[config.mk]
export PLATFORM = sky130hd
export DESIGN_NAME = fault_alarm_top
export DESIGN_NICKNAME = d
export VERILOG_FILES = /design/src/fault_alarm_pkg.sv /design/src/sticky_flag_bank.sv /design/src/monitor_conv_ctrl.sv /design/src/fault_alarm_top.sv
export SDC_FILE = /design/constraint.sdc
export NUM_CORES = 1
export LEC_CHECK = 0
export BUFFER_PORTS_ARGS = -buffer_cell sky130_fd_sc_hd__buf_2
export CORE_ASPECT_RATIO = 1.5
export CORE_MARGIN = 3
export CORE_UTILIZATION = 46
export DETAILED_ROUTE_END_ITERATION = 6
export GPL_TIMING_DRIVEN = 0
export MAX_ROUTING_LAYER = met4
export PLACE_DENSITY = 0.86
export RECOVER_POWER = 25
export SLEW_MARGIN = 20
export SYNTH_ARGS = -nofsm -noshare
export SYNTH_HDL_FRONTEND = slang
export SYNTH_SLANG_ARGS = --single-unit
[constraint.sdc]
create_clock -name clk -period 2 [get_ports clk]
set_input_delay 0.4 -clock clk [delete_from_list [all_inputs] [get_ports clk]]
set_output_delay 0.4 -clock clk [all_outputs]
set_load 0.05 [all_outputs]
[src/fault_alarm_pkg.sv]
// Shared constants and carriers for the fault alarm and monitor select block.
// Assumes a single 100 MHz clock and a 32-bit classic Wishbone register bus.
package fault_alarm_pkg;

  // Widths of flag groups and monitor converter fields
  localparam int DIG_W = 13;
  localparam int ANA_W = 11;
  localparam int MON_W = 12;
  localparam int SEL_W = 5;
  localparam int IRQ_W = 3;

  ////////////////////////////////////////////////////////////////////////////
  // Register byte offsets
  localparam logic [7:0] OFS_DIG_FLAGS = 8'h00;
  localparam logic [7:0] OFS_ANA_FLAGS = 8'h04;
  localparam logic [7:0] OFS_ALARM_MASK = 8'h08;
  localparam logic [7:0] OFS_GENERAL_CONFIG_ONE = 8'h0c;
  localparam logic [7:0] OFS_MON_CONFIG = 8'h10;
  localparam logic [7:0] OFS_STATUS = 8'h14;
  localparam logic [7:0] OFS_IRQ_STATUS = 8'h18;
  localparam logic [7:0] OFS_IRQ_MASK = 8'h1c;

  ////////////////////////////////////////////////////////////////////////////
  // Digital flag positions and group masks
  localparam int DIG_OSC_STOP = 0;
  localparam int DIG_CAL_UNREFRESHED = 1;
  localparam int DIG_RESET_SEEN = 2;
  localparam int DIG_THREE_WIRE = 3;
  localparam int DIG_WATCHDOG = 4;
  localparam int DIG_SCLK_COUNT = 10;
  localparam logic [12:0] DIG_MAPPED = 13'h1ff9;
  localparam logic [12:0] DIG_MASKABLE = 13'h1ad1;
  localparam logic [12:0] DIG_RESET_VAL = 13'h0004;
  localparam logic [12:0] DIG_LIVE = 13'h0002;
  // Analog flags: all mapped, six maskable
  localparam int ANA_DCDC_POWER = 2;
  localparam logic [10:0] ANA_MASKABLE = 11'h07b;
  localparam logic [10:0] ANA_RESET_VAL = 11'h000;

  // Field positions
  localparam int GEN_SILENCE_BIT = 3;
  localparam int MASK_ANA_LSB = 16;
  localparam int ST_CODE_LSB = 12;
  localparam int ST_BUSY = 17;
  localparam int ST_DIG_SUM = 18;
  localparam int ST_ANA_SUM = 19;
  localparam int ST_WDT_SUM = 20;
  localparam int ST_SEL_RESV = 21;
  localparam int MIRROR_BIT = 31;
  localparam int IRQ_ALARM = 0;
  localparam int IRQ_CONV_DONE = 1;
  localparam int IRQ_CONV_IGNORED = 2;

  ////////////////////////////////////////////////////////////////////////////
  // Monitor input select codes
  localparam logic [4:0] SEL_MAIN_TEMP = 5'h00;
  localparam logic [4:0] SEL_CONV_TEMP = 5'h01;
  localparam logic [4:0] SEL_REFERENCE_INPUT = 5'h03;
  localparam logic [4:0] SEL_INTERNAL_BANDGAP_REF = 5'h04;
  localparam logic [4:0] SEL_SENSE_POS = 5'h0d;
  localparam logic [4:0] SEL_SENSE_NEG = 5'h0e;
  localparam logic [4:0] SEL_INTERNAL_ANALOG_SUPPLY = 5'h14;
  localparam logic [4:0] SEL_REGULATOR_OUTPUT_SUPPLY = 5'h15;
  localparam logic [4:0] SEL_LOGIC_SUPPLY = 5'h16;

  // Completed conversion with the input it came from
  typedef struct packed {
    logic [SEL_W-1:0] code;
    logic [MON_W-1:0] data;
  } mon_result_t;

endpackage : fault_alarm_pkg

[src/sticky_flag_bank.sv]
// Bank of sticky diagnostic flags with write-one update.
// Assumes fault inputs are synchronous levels and update is a one-cycle pulse.
module sticky_flag_bank #(
  parameter int W = 8,
  parameter logic [W-1:0] RESET_VAL = '0,
  parameter logic [W-1:0] LIVE = '0
) (
  input wire logic clk,
  input wire logic sys_rst,
  input wire logic [W-1:0] fault,
  input wire logic [W-1:0] update,
  output logic [W-1:0] flags
);

  ////////////////////////////////////////////////////////////////////////////
  // One flop per flag; a fault present during an update keeps the flag set
  for (genvar i = 0; i < W; i++) begin : g_flag
    always_ff @(posedge clk) begin
      if (sys_rst) begin
        flags[i] <= RESET_VAL[i];
      end else if (LIVE[i]) begin
        flags[i] <= fault[i]; // Self-clearing flag, no latch
      end else if (update[i]) begin
        flags[i] <= fault[i];
      end else begin
        flags[i] <= flags[i] | fault[i];
      end
    end

    if (!LIVE[i]) begin : g_chk
      chk_flag_reload: assert property (@(posedge clk) disable iff (sys_rst)
        update[i] |=> flags[i] == $past(fault[i]))
        else $error("sticky flag did not reload current fault");
      chk_flag_holds: assert property (@(posedge clk) disable iff (sys_rst)
        (flags[i] && !update[i]) |=> flags[i])
        else $error("sticky flag dropped without update");
    end
  end

endmodule : sticky_flag_bank

[src/monitor_conv_ctrl.sv]
// Conversion sequencer for the 12-bit diagnostic monitor converter.
// Assumes the front end answers each start with one adcDone pulse.
module monitor_conv_ctrl (
  input wire logic clk,
  input wire logic sys_rst,
  input wire logic cmdValid,
  input wire logic [4:0] cmdSel,
  input wire logic adcDone,
  input wire logic [11:0] adcData,
  output logic adcStart,
  output logic [4:0] adcSel,
  output logic busy,
  output fault_alarm_pkg::mon_result_t result,
  output logic doneEvt,
  output logic ignoredEvt,
  output logic reservedSel
);

  typedef enum logic {IDLE, CONVERT} conv_state_t;
  conv_state_t state;
  logic selReserved;

  // Reserved select codes never start the converter
  always_comb begin
    selReserved = (cmdSel == 5'h02) || (cmdSel == 5'h05) || (cmdSel == 5'h06) ||
                  (cmdSel == 5'h0c) || (cmdSel[4:2] == 3'b100);
  end

  assign busy = (state == CONVERT);

  ////////////////////////////////////////////////////////////////////////////
  // Sequencer: one start per accepted write, commands dropped while busy
  always_ff @(posedge clk) begin
    if (sys_rst) begin
      state <= IDLE;
      adcStart <= 1'b0;
      adcSel <= fault_alarm_pkg::SEL_MAIN_TEMP;
      result <= '0;
      doneEvt <= 1'b0;
      ignoredEvt <= 1'b0;
      reservedSel <= 1'b0;
    end else begin
      adcStart <= 1'b0;
      doneEvt <= 1'b0;
      ignoredEvt <= 1'b0;
      unique case (state)
        IDLE: begin
          if (cmdValid) begin
            reservedSel <= selReserved;
            if (!selReserved) begin
              adcSel <= cmdSel;
              adcStart <= 1'b1;
              state <= CONVERT;
            end
          end
        end
        CONVERT: begin
          ignoredEvt <= cmdValid;
          if (adcDone) begin
            result <= '{code: adcSel, data: adcData};
            doneEvt <= 1'b1;
            state <= IDLE;
          end
        end
      endcase
    end
  end

  chk_busy_ignores_cmd: assert property (@(posedge clk) disable iff (sys_rst)
    (busy && cmdValid && !adcDone) |=> $stable(adcSel) && $stable(result) && !adcStart)
    else $error("command taken while converter busy");
  chk_start_on_write: assert property (@(posedge clk) disable iff (sys_rst)
    (!busy && cmdValid && !selReserved) |=> adcStart && busy && adcSel == $past(cmdSel))
    else $error("accepted write did not start a conversion");

endmodule : monitor_conv_ctrl

[src/fault_alarm_top.sv]
// Fault alarm aggregation, monitor select and register file.
// Assumes fault inputs are synchronous levels and a classic Wishbone master.
// Summary of operation
// - Alarm pin active-low open-drain, released when clear
// - Every readback carries inverted alarm pin level
// - Seven digital faults alarm unless masked
// - Four digital faults alarm with no mask
// - Calibration-unrefreshed and reset flags never alarm
// - All analog faults alarm, six maskable
// - Silence bit drops serial clock count error
// - Status gives digital, analog, watchdog summaries
// - 12-bit monitor converter, 5-bit input select
// - Select codes decode, reserved codes listed
// - Config write starts one conversion, result reported
// - Commands while busy ignored, old result kept
// - Sticky flags update on write of one
//
// The register offsets and the Wishbone slave port were decided locally.
module fault_alarm_top (
  input wire logic clk,
  input wire logic sys_rst,
  input wire logic wbCyc,
  input wire logic wbStb,
  input wire logic wbWe,
  input wire logic [7:0] wbAdr,
  input wire logic [3:0] wbSel,
  input wire logic [31:0] wbDatI,
  output logic [31:0] wbDatO,
  output logic wbAck,
  input wire logic [12:0] digFault,
  input wire logic [10:0] anaFault,
  input wire logic alarmIn,
  output logic alarmOut,
  output logic alarmOe,
  output logic adcStart,
  output logic [4:0] adcSel,
  input wire logic adcDone,
  input wire logic [11:0] adcData,
  output logic irq
);

  localparam int DW = fault_alarm_pkg::DIG_W;
  localparam int AW = fault_alarm_pkg::ANA_W;

  logic req;
  logic acc;
  logic wrAcc;
  logic rdAcc;
  logic [31:0] wmask;
  logic [31:0] wval;
  logic [31:0] rdMux;
  logic [31:0] statusWord;
  logic [DW-1:0] digFlags;
  logic [AW-1:0] anaFlags;
  logic [DW-1:0] digUpdate;
  logic [AW-1:0] anaUpdate;
  logic [DW-1:0] digMask;
  logic [AW-1:0] anaMask;
  logic serial_diag_silence_enable;
  logic [DW-1:0] digPin;
  logic [AW-1:0] anaPin;
  logic next_alarm;
  logic alarmActive;
  logic mirror;
  logic digital_diag_summary;
  logic analog_diag_summary;
  logic watchdog_summary;
  logic [fault_alarm_pkg::IRQ_W-1:0] irqStatus;
  logic [fault_alarm_pkg::IRQ_W-1:0] irqMask;
  logic [fault_alarm_pkg::IRQ_W-1:0] irqEvt;
  logic [fault_alarm_pkg::IRQ_W-1:0] irqClr;
  logic monCmd;
  logic monBusy;
  logic monDone;
  logic monIgnored;
  logic monResv;
  fault_alarm_pkg::mon_result_t monResult;

  ////////////////////////////////////////////////////////////////////////////
  // Wishbone classic slave: ack one cycle after request, commit on ack
  always_ff @(posedge clk) begin
    if (sys_rst) begin
      wbAck <= 1'b0;
    end else begin
      wbAck <= wbCyc && wbStb && !wbAck;
    end
  end

  // Request cycle captures read data; the ack cycle is the commit edge
  assign req = wbCyc && wbStb && !wbAck;
  assign acc = wbCyc && wbStb && wbAck;
  assign wrAcc = acc && wbWe;
  assign rdAcc = acc && !wbWe;
  assign wmask = {{8{wbSel[3]}}, {8{wbSel[2]}}, {8{wbSel[1]}}, {8{wbSel[0]}}};
  assign wval = wbDatI & wmask;

  ////////////////////////////////////////////////////////////////////////////
  // Diagnostic flag banks; the reset flag powers up set
  assign digUpdate = (wrAcc && wbAdr == fault_alarm_pkg::OFS_DIG_FLAGS) ? wval[DW-1:0] : '0;
  assign anaUpdate = (wrAcc && wbAdr == fault_alarm_pkg::OFS_ANA_FLAGS) ? wval[AW-1:0] : '0;

  sticky_flag_bank #(
    .W(DW),
    .RESET_VAL(fault_alarm_pkg::DIG_RESET_VAL),
    .LIVE(fault_alarm_pkg::DIG_LIVE)
  ) u_dig_flags (
    .clk(clk),
    .sys_rst(sys_rst),
    .fault(digFault),
    .update(digUpdate),
    .flags(digFlags)
  );

  sticky_flag_bank #(
    .W(AW),
    .RESET_VAL(fault_alarm_pkg::ANA_RESET_VAL),
    .LIVE('0)
  ) u_ana_flags (
    .clk(clk),
    .sys_rst(sys_rst),
    .fault(anaFault),
    .update(anaUpdate),
    .flags(anaFlags)
  );

  ////////////////////////////////////////////////////////////////////////////
  // Alarm mask register; only maskable positions hold a bit
  always_ff @(posedge clk) begin
    if (sys_rst) begin
      digMask <= '0;
      anaMask <= '0;
    end else if (wrAcc && wbAdr == fault_alarm_pkg::OFS_ALARM_MASK) begin
      digMask <= wval[DW-1:0] & fault_alarm_pkg::DIG_MASKABLE;
      anaMask <= wval[fault_alarm_pkg::MASK_ANA_LSB +: AW] & fault_alarm_pkg::ANA_MASKABLE;
    end
  end

  // General configuration: serial diagnostic silence
  always_ff @(posedge clk) begin
    if (sys_rst) begin
      serial_diag_silence_enable <= 1'b0;
    end else if (wrAcc && wbAdr == fault_alarm_pkg::OFS_GENERAL_CONFIG_ONE && wbSel[0]) begin
      serial_diag_silence_enable <= wbDatI[fault_alarm_pkg::GEN_SILENCE_BIT];
    end
  end

  ////////////////////////////////////////////////////////////////////////////
  // Pin mapping: mask bit set keeps the source off the pin
  always_comb begin
    digPin = digFlags & fault_alarm_pkg::DIG_MAPPED & ~digMask;
    if (serial_diag_silence_enable) begin
      digPin[fault_alarm_pkg::DIG_SCLK_COUNT] = 1'b0;
    end
    anaPin = anaFlags & ~anaMask;
    next_alarm = (|digPin) || (|anaPin);
  end

  // Registered alarm, one cycle after a flag or mask change
  always_ff @(posedge clk) begin
    if (sys_rst) begin
      alarmActive <= 1'b0;
    end else begin
      alarmActive <= next_alarm;
    end
  end

  // Open drain: only ever pull low, never drive high
  assign alarmOut = 1'b0;
  assign alarmOe = alarmActive;

  // Mirror follows the shared wire, so another device's pull shows too
  always_ff @(posedge clk) begin
    if (sys_rst) begin
      mirror <= 1'b0;
    end else begin
      mirror <= !alarmIn;
    end
  end

  ////////////////////////////////////////////////////////////////////////////
  // Group summaries, taken from the sticky flags
  assign digital_diag_summary = |digFlags;
  assign analog_diag_summary = |anaFlags;
  assign watchdog_summary = digFlags[fault_alarm_pkg::DIG_WATCHDOG];

  ////////////////////////////////////////////////////////////////////////////
  // Monitor converter control
  assign monCmd = wrAcc && wbAdr == fault_alarm_pkg::OFS_MON_CONFIG && wbSel[0];

  monitor_conv_ctrl u_monitor (
    .clk(clk),
    .sys_rst(sys_rst),
    .cmdValid(monCmd),
    .cmdSel(wbDatI[4:0]),
    .adcDone(adcDone),
    .adcData(adcData),
    .adcStart(adcStart),
    .adcSel(adcSel),
    .busy(monBusy),
    .result(monResult),
    .doneEvt(monDone),
    .ignoredEvt(monIgnored),
    .reservedSel(monResv)
  );

  ////////////////////////////////////////////////////////////////////////////
  // Interrupt status: read clears only the bits that were returned
  assign irqEvt = {monIgnored, monDone, next_alarm && !alarmActive};
  assign irqClr = (rdAcc && wbAdr == fault_alarm_pkg::OFS_IRQ_STATUS) ?
                  wbDatO[fault_alarm_pkg::IRQ_W-1:0] : '0;

  // New events win over a clear in the same cycle
  always_ff @(posedge clk) begin
    if (sys_rst) begin
      irqStatus <= '0;
    end else begin
      irqStatus <= irqEvt | (irqStatus & ~irqClr);
    end
  end

  // Interrupt mask register
  always_ff @(posedge clk) begin
    if (sys_rst) begin
      irqMask <= '0;
    end else if (wrAcc && wbAdr == fault_alarm_pkg::OFS_IRQ_MASK && wbSel[0]) begin
      irqMask <= wbDatI[fault_alarm_pkg::IRQ_W-1:0];
    end
  end

  // Level interrupt while any enabled status bit is set
  always_ff @(posedge clk) begin
    if (sys_rst) begin
      irq <= 1'b0;
    end else begin
      irq <= |(irqStatus & irqMask);
    end
  end

  ////////////////////////////////////////////////////////////////////////////
  // Status word layout
  always_comb begin
    statusWord = '0;
    statusWord[fault_alarm_pkg::MON_W-1:0] = monResult.data;
    statusWord[fault_alarm_pkg::ST_CODE_LSB +: fault_alarm_pkg::SEL_W] = monResult.code;
    statusWord[fault_alarm_pkg::ST_BUSY] = monBusy;
    statusWord[fault_alarm_pkg::ST_DIG_SUM] = digital_diag_summary;
    statusWord[fault_alarm_pkg::ST_ANA_SUM] = analog_diag_summary;
    statusWord[fault_alarm_pkg::ST_WDT_SUM] = watchdog_summary;
    statusWord[fault_alarm_pkg::ST_SEL_RESV] = monResv;
  end

  // Read multiplexer; unmapped offsets read zero apart from the mirror
  always_comb begin
    rdMux = '0;
    unique case (wbAdr)
      fault_alarm_pkg::OFS_DIG_FLAGS: rdMux[DW-1:0] = digFlags;
      fault_alarm_pkg::OFS_ANA_FLAGS: rdMux[AW-1:0] = anaFlags;
      fault_alarm_pkg::OFS_ALARM_MASK: begin
        rdMux[DW-1:0] = digMask;
        rdMux[fault_alarm_pkg::MASK_ANA_LSB +: AW] = anaMask;
      end
      fault_alarm_pkg::OFS_GENERAL_CONFIG_ONE: begin
        rdMux[fault_alarm_pkg::GEN_SILENCE_BIT] = serial_diag_silence_enable;
      end
      fault_alarm_pkg::OFS_MON_CONFIG: rdMux[4:0] = adcSel;
      fault_alarm_pkg::OFS_STATUS: rdMux = statusWord;
      fault_alarm_pkg::OFS_IRQ_STATUS: rdMux[fault_alarm_pkg::IRQ_W-1:0] = irqStatus;
      fault_alarm_pkg::OFS_IRQ_MASK: rdMux[fault_alarm_pkg::IRQ_W-1:0] = irqMask;
      default: rdMux = '0;
    endcase
    rdMux[fault_alarm_pkg::MIRROR_BIT] = mirror;
  end

  // Read data captured in the request cycle, zero otherwise
  always_ff @(posedge clk) begin
    if (sys_rst) begin
      wbDatO <= '0;
    end else if (req && !wbWe) begin
      wbDatO <= rdMux;
    end else begin
      wbDatO <= '0;
    end
  end

  ////////////////////////////////////////////////////////////////////////////
  // Checks on alarm mapping and readback
  chk_alarm_pulls_low: assert property (@(posedge clk) disable iff (sys_rst)
    next_alarm |=> alarmOe && !alarmOut)
    else $error("mapped fault did not pull alarm low");

  chk_alarm_releases: assert property (@(posedge clk) disable iff (sys_rst)
    !next_alarm |=> !alarmOe)
    else $error("alarm held with no mapped fault");

  chk_unmaskable_digital: assert property (@(posedge clk) disable iff (sys_rst)
    digFault[fault_alarm_pkg::DIG_THREE_WIRE] |-> ##2 alarmOe)
    else $error("unmaskable digital fault missed the pin");

  chk_unmaskable_analog: assert property (@(posedge clk) disable iff (sys_rst)
    anaFault[fault_alarm_pkg::ANA_DCDC_POWER] |-> ##2 alarmOe)
    else $error("unmaskable analog fault missed the pin");

  // Only the two unmapped flags set: the wire must stay released
  chk_never_mapped: assert property (@(posedge clk) disable iff (sys_rst)
    (digFlags[12:3] == '0 && !digFlags[0] && anaFlags == '0) |=> !alarmOe)
    else $error("unmapped flag reached the pin");

  chk_masked_source: assert property (@(posedge clk) disable iff (sys_rst)
    (digMask[0] && digFlags[12:3] == '0 && anaFlags == '0) |=> !alarmOe)
    else $error("masked source reached the pin");

  chk_silence_sclk: assert property (@(posedge clk) disable iff (sys_rst)
    (serial_diag_silence_enable && digFlags[12:11] == '0 && digFlags[9:3] == '0 &&
     !digFlags[0] && anaFlags == '0) |=> !alarmOe)
    else $error("silenced clock count error reached the pin");

  chk_mirror_readback: assert property (@(posedge clk) disable iff (sys_rst)
    (wbAck && !wbWe) |-> wbDatO[fault_alarm_pkg::MIRROR_BIT] == !$past(alarmIn, 2))
    else $error("readback mirror disagrees with alarm pin");

  chk_watchdog_summary: assert property (@(posedge clk) disable iff (sys_rst)
    digFault[fault_alarm_pkg::DIG_WATCHDOG] |=> watchdog_summary && digital_diag_summary)
    else $error("watchdog fault not summarised");

endmodule : fault_alarm_top

==> key figures <==
Status
  – Status: finished, final reports clean

Worst setup path
  – Critical Path RT: 2240 ps
  – Max FO, Critical Path: 10
  – Critical path arrival: 2140 ps
  – Startpoint types: input pin
  – Critical Path End Type: flop
  – CP Class: in2reg

Yosys
  – Post-synth EDFFs: 0
  – Cells after Synth: around 500
  – Ys Warns: 0
  – Mean Syn Cell Area: 8.34 sq um
  – Synth area leaders: dfxtp_1, a21oi_1, nand2_1
  – Asr flop ratio synth: 0
  – Area leader, netlist: dfxtp_1
  – Synth Flop Type: dfxtp_1
  – Seq cells post-synth: 99
  – Share of the synthesized area in the top cell type: 0.474
  – Synthesized area: 4180 sq um
  – Netlist cell types: 51
  – Sequential area share after synthesis: 0.474

Pwr
  – LEAKAGE: 1.96 nW
  – Max VDD drop: about 0.0006 V
  – Power Dens Cells: 796 nW/um^2
  – Total power: 0.00416 W

STA
  – Slew margin rel.: 0.324
  – Setup TNS: 0 ps
  – RSZ-0062 raised after global routing: true
  – Worst slew pin tran: 1000 ps
  – Fin crit share: 0.950
  – Final hold viol count: 0
  – Fmax: about 530 MHz
  – Final setup violation count: 0
  – Fin crit period: approximately 1900 ps
  – Final Skew: 5.39 ps
  – Slew Limit Fails: 0
  – Hold slack final: 218 ps

Global route
  – Largest net degree at the start of global routing: 16
  – Global-route wire length before repair: between 20 and 25 mm
  – Antenna violations before repair: 0
  – Total GRT Usage: 0.269
  – Global route overflow: 0
  – Vias in the first global route: 4,060

Cells and area
  – Final Util: 0.592
  – Layout cells sized above 1: 0.214
  – Nets: 714
  – Antenna Cells: 0
  – Filler cell count: 828
  – P&R area growth vs syn: 25.1%
  – Fin area: 5230 sq um

Route
  – DRT iter0 DRCs: roughly 290
  – Final wirelength: 13.5 mm
  – Pre-antenna DRT Iters: 5
  – Routed vias: 4,214
  – Routed wirelength normalized by instance count: about 18 um
  – DR DRC count: 0
  – Vias per cell: 5.69
  – Post-DRT Antenna Nets: 0

Clock network
  – # clock sinks: 99
  – CTS H-tree lvls: 3
  – Worst-skew pair later-pin latency: 350 ps
  – CTS Root Cell: clkbuf_16
  – Max clock buf depth: 2
  – CTS Buf Count: 9
  – CTS tree: built
  – CTS clock-pin slew for the worst setup and hold paths: 60 ps

Placement
  – Hpwl dp: 10.4 mm
  – Input/output buffers: 101
  – Placed inst area: 4860 sq um
  – Routability cong.: 0.946

Flow run
  – Max-cap violations: 0

Floorplanning
  – Core area: 8830 sq um
  – Die area: between 10,000 and 15,000 sq um
  – Die Y: 123 um
  – Initial Util: 0.473
  – Top Ports: 129
  – Die width: roughly 84 um
  – Row count: between 40 and 50

Min path
  – Hold WC Path Type: in2reg
==> area by class of cell <==
cell class | count | area, sq um | share of cell area
Sequential cell | 99 | 1980 | 0.380
Clock inverter | 4 | 50.0 | 0.00958
Multi-Input combinational cell | 365 | 2060 | 0.395
Buffer | 32 | 171 | 0.0328
Inverter | 13 | 48.8 | 0.00934
Tap cell | 110 | 138 | 0.0263
Timing Repair Buffer | 107 | 519 | 0.0994
Clock buffer | 11 | 253 | 0.0484
==> placed cells by master, fill, tap and decap left out, types with 4 or more instances in the layout <==
master / netlist / routed
a21oi_1: 63 / 63
a22o_1: 5 / 5
a22oi_1: 11 / 11
a31oi_1: 4 / 4
and3_1: 4 / 4
buf_2: 4 / 79
buf_4: 9 / 16
clkbuf_1: 16 / 39
clkbuf_16: 0 / 9
conb_1: 1 / 9
dfxtp_1: 99 / 98
inv_1: 13 / 13
mux2i_1: 11 / 11
nand2_1: 79 / 78
nand3_1: 30 / 30
nor2_1: 63 / 62
nor2b_1: 8 / 8
nor3_1: 14 / 11
nor4_1: 6 / 4
nor4_4: 3 / 4
o21ai_0: 13 / 13
or4_1: 5 / 4
==> power by group <==
group	switching, W	internal (W)
clock network	0.000730	0.00103
logic	0.000224	0.000129
registers	0.0000406	0.00201
==> worst max-delay path: stages <==
cell,delay [ps]
buf_2,140
or4_4,580
buf_4,210
nor4_4,270
buf_4,200
nand2_1,60
a211o_1,280
==> flip-flops by register name (all words and copies together) (netlist names) <==
register and count:
alarmOe 1, anaMask 6, digMask 7, irq 1, irqMask 3, irqStatus 3, mirror 1, serial_diag_silence_enable 1
u_ana_flags.flags 11, u_dig_flags.flags 13, u_monitor.adcSel 5, u_monitor.adcStart 1, u_monitor.busy 1, u_monitor.doneEvt 1, u_monitor.ignoredEvt 1, u_monitor.reservedSel 1
u_monitor.result 17, wbAck 1, wbDatO 24
==> cells in the mapped netlist (2+ instances only) <==
cell,instances
nand4_1,2
dfxtp_1,99
nor4_4,3
nor4_1,6
inv_1,13
nand3_1,30
mux2i_1,11
mux2_2,3
nor3_1,14
a22o_1,5
nor2b_1,8
buf_1,2
and3_1,4
nand2_1,79
nor3b_1,2
a31oi_1,4
o21ai_0,13
a22oi_1,11
clkbuf_1,16
o2111ai_1,2
nand2b_1,2
buf_4,9
buf_2,4
a21oi_1,63
a2111oi_0,2
or4_1,5
o22ai_1,2
nor2_1,63
and2_1,2
==> metrics by stage <==
stage,setup WS (ps),instances
floorplan,8.92,509
global placement,-471,720
detailed placement,-446,720
CTS,24.8,735
global route,-1.79,741
finish,99.9,741
==> worst paths after layout <==
path,slack [ps],endpoint,startpoint,cells after the start
setup / recovery,100,u_dig_flags.flags[2]$_SDFF_PP1_,wbAdr[7],7
hold / removal,220,mirror$_SDFF_PP0_,alarmIn,2
setup reg to reg,130,irqStatus[0]$_SDFF_PP0_,u_dig_flags.flags[3]$_SDFF_PP0_,5
hold reg to reg,440,wbDatO[31]$_SDFF_PP0_,mirror$_SDFF_PP0_,1
==> metal layers <==
metal / wire length, um / share of wire / global-route usage / vias up
met2: 7130 / 0.53 / 0.488 / 186
li1: - / - / - / 1994
met4: 555 / 0.041 / 0.146 / 0
met3: 819 / 0.061 / 0.0329 / 38
met1: 4960 / 0.37 / 0.282 / 1996
met5: 0 / 0 / - / -
==> timing repair <==
item / in CTS / in global routing
gates cloned: 0 / 0
endpoints found under the setup margin: 19 / 39
hold buffers: 0 / 0
pin swaps: 2 / 5
buffers inserted: 0 / 6
resized for setup: 3 / 12
==> cell families after synthesis <==
logic type             after synthesis  synth area share
AO/OA/AOI/OAI                      111             0.161
XOR/XNOR                             1           0.00210
buffers and inverters               45            0.0515
flip-flops                          99             0.474
multiplexers                        16            0.0461
other                                1          0.000898
AND/OR/NAND/NOR                    228             0.264
Power figures use the tool's default switching activity.
